==> config.mk <==
export PLATFORM = sky130hd
export DESIGN_NAME = dew_debug_enclave_write
export DESIGN_NICKNAME = d
export VERILOG_FILES = /design/src/core/dew_pkg.sv /design/src/core/dew_debug_enclave_write.sv
export VERILOG_INCLUDE_DIRS = /design/src /design/src/core
export SDC_FILE = /design/constraint.sdc
export NUM_CORES = 1
export LEC_CHECK = 0
export BUFFER_PORTS_ARGS = -buffer_cell sky130_fd_sc_hd__buf_2
export CAP_MARGIN = 5
export CORE_AREA = 4 4 280 282
export CTS_CLUSTER_SIZE = 8
export DETAILED_ROUTE_END_ITERATION = 12
export DIE_AREA = 0 0 284 286
export PLACE_DENSITY = 0.59
export SLEW_MARGIN = 20
export SYNTH_ARGS = -nofsm -noshare
export SYNTH_HDL_FRONTEND = slang
export SYNTH_SLANG_ARGS = --single-unit
==> constraint.sdc <==
create_clock -name clk -period 8 [get_ports clk]
set_input_delay 1.6 -clock clk [delete_from_list [all_inputs] [get_ports clk]]
set_output_delay 1.6 -clock clk [all_outputs]
set_load 0.02 [all_outputs]
==> src/core/dew_defines.svh <==
// Constants for the debug enclave word write unit
`ifndef DEW_DEFINES_SVH
`define DEW_DEFINES_SVH
`define DEW_LEAF_DEBUG_WRITE 32'h0000_0005
`define DEW_PAGE_MASK 12'hFF8
`define DEW_FLAGS_OFFSET 12'h008
`define DEW_NOT_DEBUGGABLE_CODE 64'h0000_0000_0000_0019
`define DEW_LINE_RESP_MAX 16'h0100
`endif

==> src/core/dew_pkg.sv <==
// Types for the debug enclave word write unit
package dew_pkg;
    typedef enum logic [1:0] {
        DEW_OUT_NONE,
        DEW_OUT_DONE,
        DEW_OUT_GP,
        DEW_OUT_PF
    } dew_outcome_e;
    typedef enum logic [2:0] {
        DEW_PAGE_ENCLAVE_CONTROL_STRUCTURE,
        DEW_PAGE_TCS,
        DEW_PAGE_REG,
        DEW_PAGE_VA,
        DEW_PAGE_TRIM,
        DEW_PAGE_OTHER
    } dew_page_type_e;
    typedef enum logic [1:0] {
        DEW_IDLE,
        DEW_LOOKUP,
        DEW_WRITE,
        DEW_FINISH
    } dew_state_e;
endpackage

==> src/core/dew_debug_enclave_write.sv <==
// Checker and executor of the debug enclave word write leaf
`timescale 1ns/1ps
`default_nettype none
`include "dew_defines.svh"

module dew_debug_enclave_write #(
    parameter int ADDR_W = 64,
    parameter int VA_BITS = 48,
    parameter int OWNER_W = 64
) (
    // Clock and reset
    input wire logic clk,
    input wire logic sys_rst,
    // Leaf request from the instruction sequencer
    input wire logic enclave_system_op,
    input wire logic [31:0] leaf_select,
    input wire logic [63:0] write_data_register,
    input wire logic [ADDR_W-1:0] target_address_register,
    input wire logic [ADDR_W-1:0] data_segment_base,
    input wire logic long_mode_active_bit,
    input wire logic code_segment_long_bit,
    input wire logic [1:0] privilege_level,
    input wire logic segment_violation,
    input wire logic data_segment_unusable,
    input wire logic page_map_modifier_busy,
    // Page map lookup port
    output logic map_req,
    output logic [ADDR_W-1:0] map_addr,
    input wire logic map_ack,
    input wire logic map_in_cache,
    input wire logic map_valid,
    input wire dew_pkg::dew_page_type_e map_page_type,
    input wire logic map_pending,
    input wire logic map_modified,
    input wire logic [2:0] map_rwx,
    input wire logic [OWNER_W-1:0] owning_structure_pointer,
    input wire logic owner_debug,
    // Enclave memory write port
    output logic mem_wr,
    output logic [ADDR_W-1:0] mem_addr,
    output logic [63:0] mem_wdata,
    output logic [7:0] mem_be,
    input wire logic mem_ack,
    // Completion and architectural results
    output logic done,
    output logic fault_gp,
    output logic fault_pf,
    output logic [ADDR_W-1:0] fault_addr,
    output logic [15:0] gp_error_code,
    output logic result_we,
    output logic [63:0] result_register,
    output logic zero_flag,
    output logic flags_cleared,
    output logic [OWNER_W-1:0] owner_seen
);
    import dew_pkg::*;

    // ----------------------------------------------------------------
    // Operating notes
    // ----------------------------------------------------------------
    // The unit runs one leaf at a time. A request is a single cycle of
    // enclave_system_op with the leaf selector at the debug write code,
    // seen while the sequencer is idle. Anything that arrives while an
    // operation is in flight is dropped without a trace, so the issuing
    // sequencer must wait for the done pulse before the next request.
    // The cycle that carries done is already idle and may carry the next
    // request, so leaves can run back to back.
    //
    // Operands are captured on the request edge. The data word, target
    // address, segment base and mode bits may change freely afterwards.
    // Privilege, segment state and the alignment and canonical checks
    // are all judged on that same edge, so an early protection fault is
    // reported one cycle after the request and the page map is never
    // asked. This keeps faulting leaves short and the map port free.
    //
    // Lookup phase: map_req rises the cycle after the request and holds,
    // with map_addr, until map_ack. Every field of the map answer is used
    // only in the acknowledge cycle, so the responder may change them
    // freely at other times. The concurrent modifier flag is sampled in
    // that same cycle, which is the moment the entry is actually read.
    // Sampling it at the request edge instead would miss a modifier that
    // starts while the lookup is waiting.
    //
    // The lookup checks form one chain of qualified terms. Each term
    // carries the negation of every earlier check, so at most one of
    // them is true in any acknowledge cycle and the first failure alone
    // selects the outcome. Adding a check means extending the chain at
    // its place in the order, not merely adding an or-term at the end.
    //
    // Write phase: mem_wr rises in the cycle after the acknowledge only
    // when every check has passed, and holds with address, data and
    // byte enables until mem_ack. Narrow mode writes the low four byte
    // lanes and drives zero on the upper half of the data bus, so a
    // memory that ignores the enables still cannot take stale bytes.
    // No prefix or override reaches this unit, so the width is decided
    // by the two mode bits alone.
    //
    // Results: done and the fault pulses stand for exactly one cycle.
    // result_register and zero_flag change only on the not-debuggable
    // path and on a successful write; faults leave them untouched, since
    // a faulting leaf has no architectural result of its own. The fault
    // address is the linear address seen by the map, not the raw
    // register, because the segment base is folded in at the request.
    // flags_cleared tells the flag logic outside to clear the carry,
    // parity, adjust, overflow and sign flags on every completion that
    // does not fault.
    //
    // The permission bits of the map entry arrive on map_rwx only so that
    // the port list mirrors the entry format. They are folded into an
    // unused term and never reach a decision: a debugger must be able
    // to patch code and read-only data alike.
    //
    // Limitations: the unit does not translate addresses; the residency
    // answer comes from the map responder. The owner's debug attribute
    // is likewise fetched outside and offered with the acknowledge.
    // The owning structure pointer is kept on owner_seen for the
    // debugger's trace; it does not steer any decision here.
    // A synchronous reset drops an operation in flight without a done
    // pulse, and the issuing side must not wait for one.
    //
    // Reset: every output register returns to zero and the sequencer to
    // idle. A request may be made on the first edge after reset is
    // released; nothing needs time to settle.
    //
    // Timing: the longest path runs from the map answer through the
    // check chain into the outcome registers. It is one level of and-or
    // terms deep, chosen over a faster pipelined check stage.

    // ----------------------------------------------------------------
    // Request decode
    // ----------------------------------------------------------------
    dew_state_e state;
    dew_state_e next_state;
    logic wide;
    logic [ADDR_W-1:0] lin;
    logic [63:0] data;

    // Operation fires only for the debug write leaf
    wire logic start = enclave_system_op &&
        (leaf_select == `DEW_LEAF_DEBUG_WRITE);
    wire logic req_wide = long_mode_active_bit &&
        code_segment_long_bit;
    // Linear address through the data segment, no override possible
    wire logic [ADDR_W-1:0] req_lin = data_segment_base +
        target_address_register;

    // Canonical check: top bits copy the last implemented bit
    function automatic logic is_canonical(input logic [ADDR_W-1:0] a);
        logic ok;
        ok = 1'b1;
        for (int i = VA_BITS; i < ADDR_W; i++) begin
            if (a[i] != a[VA_BITS-1]) begin
                ok = 1'b0;
            end
        end
        return ok;
    endfunction

    // Early checks, in priority order
    wire logic mis_wide = req_wide && (req_lin[2:0] != 3'h0);
    wire logic mis_narrow = !req_wide && (req_lin[1:0] != 2'h0);
    wire logic early_gp = mis_wide || mis_narrow ||
        segment_violation || data_segment_unusable ||
        (privilege_level != 2'h0) ||
        (req_wide && !is_canonical(req_lin));

    // Lookup checks; permission bits are deliberately never examined
    wire logic type_ok = (map_page_type == DEW_PAGE_REG) ||
        (map_page_type == DEW_PAGE_TCS);
    wire logic flags_ok = (map_page_type != DEW_PAGE_TCS) ||
        ((lin[11:0] & `DEW_PAGE_MASK) ==
         (`DEW_FLAGS_OFFSET & `DEW_PAGE_MASK));
    wire logic chk_pf_res = !map_in_cache;
    wire logic chk_gp_busy = map_in_cache && page_map_modifier_busy;
    wire logic chk_pf_val = map_in_cache && !page_map_modifier_busy &&
        !map_valid;
    wire logic pre_type = map_in_cache && !page_map_modifier_busy &&
        map_valid;
    wire logic chk_pf_type = pre_type && !type_ok;
    wire logic chk_pend = pre_type && type_ok &&
        (map_pending || map_modified);
    wire logic pre_flags = pre_type && type_ok && !map_pending &&
        !map_modified;
    wire logic chk_gp_flags = pre_flags && !flags_ok;
    wire logic chk_gp_dbg = pre_flags && flags_ok && !owner_debug;
    wire logic all_ok = pre_flags && flags_ok && owner_debug;
    wire logic lookup_pf = chk_pf_res || chk_pf_val || chk_pf_type;
    wire logic lookup_gp = chk_gp_busy || chk_gp_flags || chk_gp_dbg;
    wire logic unused_rwx = ^map_rwx;

    // Byte enables and data lane follow the mode, never a prefix
    wire logic [7:0] be_sel = wide ? 8'hFF : 8'h0F;
    wire logic [63:0] data_sel = wide ? data :
        {32'h0000_0000, data[31:0]};

    // ----------------------------------------------------------------
    // Sequencer
    // ----------------------------------------------------------------
    always_comb begin
        next_state = state;
        case (state)
            DEW_IDLE: begin
                if (start && !early_gp) begin
                    next_state = DEW_LOOKUP;
                end
            end
            DEW_LOOKUP: begin
                if (map_ack && all_ok) begin
                    next_state = DEW_WRITE;
                end else if (map_ack) begin
                    next_state = DEW_IDLE;
                end
            end
            DEW_WRITE: begin
                if (mem_ack) begin
                    next_state = DEW_IDLE;
                end
            end
            default: begin
                next_state = DEW_IDLE;
            end
        endcase
    end

    // State register
    always_ff @(posedge clk) begin
        if (sys_rst) begin
            state <= DEW_IDLE;
        end else begin
            state <= next_state;
        end
    end

    // Captured operands; held stable for the whole operation
    always_ff @(posedge clk) begin
        if (sys_rst) begin
            wide <= 1'b0;
            lin <= '0;
            data <= 64'h0000_0000_0000_0000;
        end else if (state == DEW_IDLE && start) begin
            wide <= req_wide;
            lin <= req_lin;
            data <= write_data_register;
        end
    end

    // Lookup request stays up until the map answers
    always_ff @(posedge clk) begin
        if (sys_rst) begin
            map_req <= 1'b0;
            map_addr <= '0;
        end else if (state == DEW_IDLE && start && !early_gp) begin
            map_req <= 1'b1;
            map_addr <= req_lin;
        end else if (state == DEW_LOOKUP && map_ack) begin
            map_req <= 1'b0;
        end
    end

    // Memory write only after every check has passed
    always_ff @(posedge clk) begin
        if (sys_rst) begin
            mem_wr <= 1'b0;
            mem_addr <= '0;
            mem_wdata <= 64'h0000_0000_0000_0000;
            mem_be <= 8'h00;
        end else if (state == DEW_LOOKUP && map_ack && all_ok) begin
            mem_wr <= 1'b1;
            mem_addr <= lin;
            mem_wdata <= data_sel;
            mem_be <= be_sel;
        end else if (state == DEW_WRITE && mem_ack) begin
            mem_wr <= 1'b0;
        end
    end

    // ----------------------------------------------------------------
    // Outcome reporting
    // ----------------------------------------------------------------
    wire logic do_early = (state == DEW_IDLE) && start && early_gp;
    wire logic do_look = (state == DEW_LOOKUP) && map_ack;
    wire logic do_pend = do_look && chk_pend;
    wire logic do_ok = (state == DEW_WRITE) && mem_ack;

    // One-cycle outcome pulses
    always_ff @(posedge clk) begin
        if (sys_rst) begin
            done <= 1'b0;
            fault_gp <= 1'b0;
            fault_pf <= 1'b0;
            result_we <= 1'b0;
            flags_cleared <= 1'b0;
        end else begin
            done <= do_early || do_look && !all_ok || do_ok;
            fault_gp <= do_early || do_look && lookup_gp;
            fault_pf <= do_look && lookup_pf;
            result_we <= do_pend || do_ok;
            flags_cleared <= do_pend || do_ok;
        end
    end

    // Fault address and result values, held until the next outcome
    always_ff @(posedge clk) begin
        if (sys_rst) begin
            fault_addr <= '0;
            gp_error_code <= 16'h0000;
            result_register <= 64'h0000_0000_0000_0000;
            zero_flag <= 1'b0;
            owner_seen <= '0;
        end else begin
            if (do_look && lookup_pf) begin
                fault_addr <= lin;
            end
            if (do_early || do_look && lookup_gp) begin
                gp_error_code <= 16'h0000;
            end
            if (do_look) begin
                owner_seen <= owning_structure_pointer;
            end
            if (do_pend) begin
                result_register <= `DEW_NOT_DEBUGGABLE_CODE;
                zero_flag <= 1'b1;
            end else if (do_ok) begin
                result_register <= 64'h0000_0000_0000_0000;
                zero_flag <= 1'b0;
            end
        end
    end
endmodule // dew_debug_enclave_write
`default_nettype wire

==> flow_metrics.py <==
metrics = {
    "sta": {
        "whs_ns": 0.433,
        "skew_ns": 0.0278,
        "tightest_slew_ns": 1.32,
        "hold_viol_final": 0,
        "slew_viol_final": 0,
        "tns_ns": 0,
        "period_share_pct": 79.7,
        "slew_headroom_pct": 11.7,
        "finalCriticalPeriod_ns": 6.38,
        "rsz0062_at_grt": "false",
        "finalSetupViolCount": 0,
        "fmax_ghz": 0.157,
    },
    "setup_path": {
        "required_ns": 8.48,
        "cp_max_fo": 19,
        "cp-start-kind": "input pin",
        "end_kind": "register",
        "arrival_ns": 6.86,
        "crit_type": "input pin to register",
    },
    "yosys": {
        "netlist_area_sq_um": 21700,
        "synthDistinctLibCells": 83,
        "yosysSeqAreaShare_pct": 42.4,
        "syn_inst": 2759,
        "synth_ff_type": "dfxtp_1",
        "synth_area_leaders": "dfxtp_1, nand2_1, a21oi_1",
        "synth_enable_flop_cells": 0,
        "synth.avg_cell_area_sq_um": 7.87,
        "async_reset_ff_share_pct": 0,
        "yosys.area.top_type_share_pct": 42.4,
        "yosys.area.top_type": "dfxtp_1",
        "yosys_warnings": 0,
        "synth-seq-cells": 460,
    },
    "pwr": {
        "clkPwrFrac_pct": 46.8,
        "switching_share_pct": 27.0,
        "p_sw_mw": 1.51,
        "peakVddDrop_mv": 0.117,
        "p_seq_share_pct": 41.1,
        "p_int_mw": 4.08,
        "powerDensity_nw_per_um2": 206,
        "pwr-share-comb_pct": 12.1,
        "p_leak_nw": 11.4,
    },
    "global_route": {
        "grt_max_degree": 216,
        "use_met1_pct": 26.9,
        "grt_pass1_vias": 19400,
        "antenna_found_initial": 6,
        "grt.met2_usage_pct": 31.5,
        "grt.busiest_layer": "met2",
        "grt.met3_usage_pct": 3.46,
        "overflow": 0,
        "grt_pass1_wl_microns": 124000,
        "grtUsageTotal_pct": 19.6,
    },
    "worst_hold_path": {
        "hold_path.class": "register to register",
    },
    "final_layout": {
        "final_area_sq_um": 27100,
        "nets": 3677,
        "final_cell_mix": "nand2_1, buf_2, a21oi_1",
        "final_util_pct": 35.8,
        "seq_area_sq_um": 9210,
        "multi_input_comb_area_sq_um": 11300,
        "drive_gt1_share_pct": 25.1,
        "layout_commonest_cell": "nand2_1",
        "nFillCells": 8076,
        "area_growth_pct": 24.8,
    },
    "cts": {
        "cts-htree-levels": 3,
        "root_buffer": "clkbuf_16",
        "postCtsSetupRepairBufs": 0,
        "cts_buffer_depth": 3,
        "clk_pin_slew_worst_paths_ns": 0.05,
        "numClockSinks": 460,
        "cts_buffers": 68,
        "cts_tree": "yes",
        "cts_hold_buffers": 0,
        "cts_resized": 0,
        "clock_latency_ns": 0.60,
    },
    "place": {
        "place_hpwl_microns": 63200,
        "dpl_cell_area_sq_um": 25200,
        "port-buffer-count": 646,
        "place_congestion": 0.916,
    },
    "floorplanning": {
        "dieWidth_microns": 284,
        "die-area_sq_um": 81200,
        "placement_rows": 101,
        "initial_core_util_pct": 28.7,
        "ioPinCount": 727,
        "core-area_sq_um": 75700,
        "die_y_microns": 286,
    },
    "flow_run": {
        "cap_violations": 0,
    },
    "drt": {
        "viasPerCell": 4.82,
        "antenna_left": 0,
        "first_iter_violations": 1340,
        "wl_per_cell_microns": 19.7,
        "drc": 0,
        "wl_microns": 84800,
        "drtPass1Iterations": 7,
        "num_vias": 20700,
    },
    "status": {
        "status": "completed",
    },
}
==> final cells by class <==
type | count | share of cell area [%]
Clock buffer | 73 | 6.51
Clock inverter | 8 | 0.411
Multi-Input combinational cell | 2093 | 41.6
Tap cell | 978 | 4.52
Sequential cell | 460 | 34.0
Inverter | 13 | 0.180
Antenna cell | 3 | 0.0277
Timing Repair Buffer | 666 | 12.7
==> kinds of logic (layout without fill, tap and decap cells) <==
kind of cell	count (synthesis)	in the layout	synth area share [%]
AOI/OAI and AO/OA	642	642	16.6
other	1	80	0.0173
buffers and inverters	282	760	7.11
and+or+nand+nor	1188	1188	23.6
muxes	64	64	4.16
DFF	460	460	42.4
xor gates and xnor gates	58	58	2.34
adders and majority gates	64	64	3.72
==> registers in the layout, summed over array words and instances (netlist names) <==
signal and cells:
map_req 1, data 64, state 2, fault_addr 64, result_register 1, mem_be 2, owner_seen 64, flags_cleared 1
mem_wr 1, map_addr 64, done 1, wide 1, mem_wdata 64, fault_pf 1, lin 64, mem_addr 64
fault_gp 1
==> critical path: stages <==
cell       delay, ns
buf_2           0.10
ha_1            0.21
fa_1            0.56
a21oi_1         0.32
o21ai_1         0.16
a211oi_2        0.38
nor3b_1         0.22
o2111ai_1       0.25
nand4_1         0.25
or3_1           0.42
or4_1           0.40
or3_1           0.37
a2111oi_0       0.41
nand2b_4        0.42
buf_4           0.40
mux2_2          0.37
==> per-stage QoR <==
| stage | total power [mW] | setup slack (ns) | instances |
|---|---|---|---|
| 2_1_floorplan | 2.78 | 2.37 | 2835 |
| 3_3_place_gp | 3.01 | 1.02 | 4210 |
| 3_5_place_dp | 3.00 | 0.962 | 4210 |
| 4_1_cts | 5.65 | 1.62 | 4291 |
| 5_1_grt | 5.81 | 1.32 | 4291 |
| 6_report | 5.58 | 1.62 | 4294 |
==> cell usage after synthesis, types with 35 or more instances <==
cell        n
nand2_1   714
a21oi_1   462
dfxtp_1   460
nor2_1    219
clkbuf_1  147
buf_4      92
nor2b_1    69
ha_1       63
o21ai_0    61
mux2_4     50
nand3_1    48
xnor2_1    35
==> path summary, 6_finish.rpt <==
| path | startpoint | endpoint | slack [ns] | cells after the start |
|---|---|---|---|---|
| worst max-delay path | target_address_register[0] | map_addr[63] | 1.62 | 16 |
| worst min-delay path | data[1] | mem_wdata[1] | 0.43 | 2 |
| worst max register to register | lin[7] | mem_wdata[31] | 4.25 | 9 |
| worst min register to register | data[1] | mem_wdata[1] | 0.43 | 2 |
==> power groups by stage <==
stage               clock network (mW)  registers (mW)  logic, mW
CTS                               2.69            2.30      0.666
finish                            2.61            2.30      0.675
floorplan                            0            2.34      0.438
detailed placement                   0            2.34      0.664
global route                      2.79            2.29      0.730
global placement                     0            2.34      0.666
==> routing by layer <==
layer / wire (microns) / part of all wire, %
met4: 2200 / 2.6
met1: 38700 / 46
met2: 38900 / 46
met3: 4900 / 5.8
met5: 12 / 0.014
(Power assumes the default switching activity.)
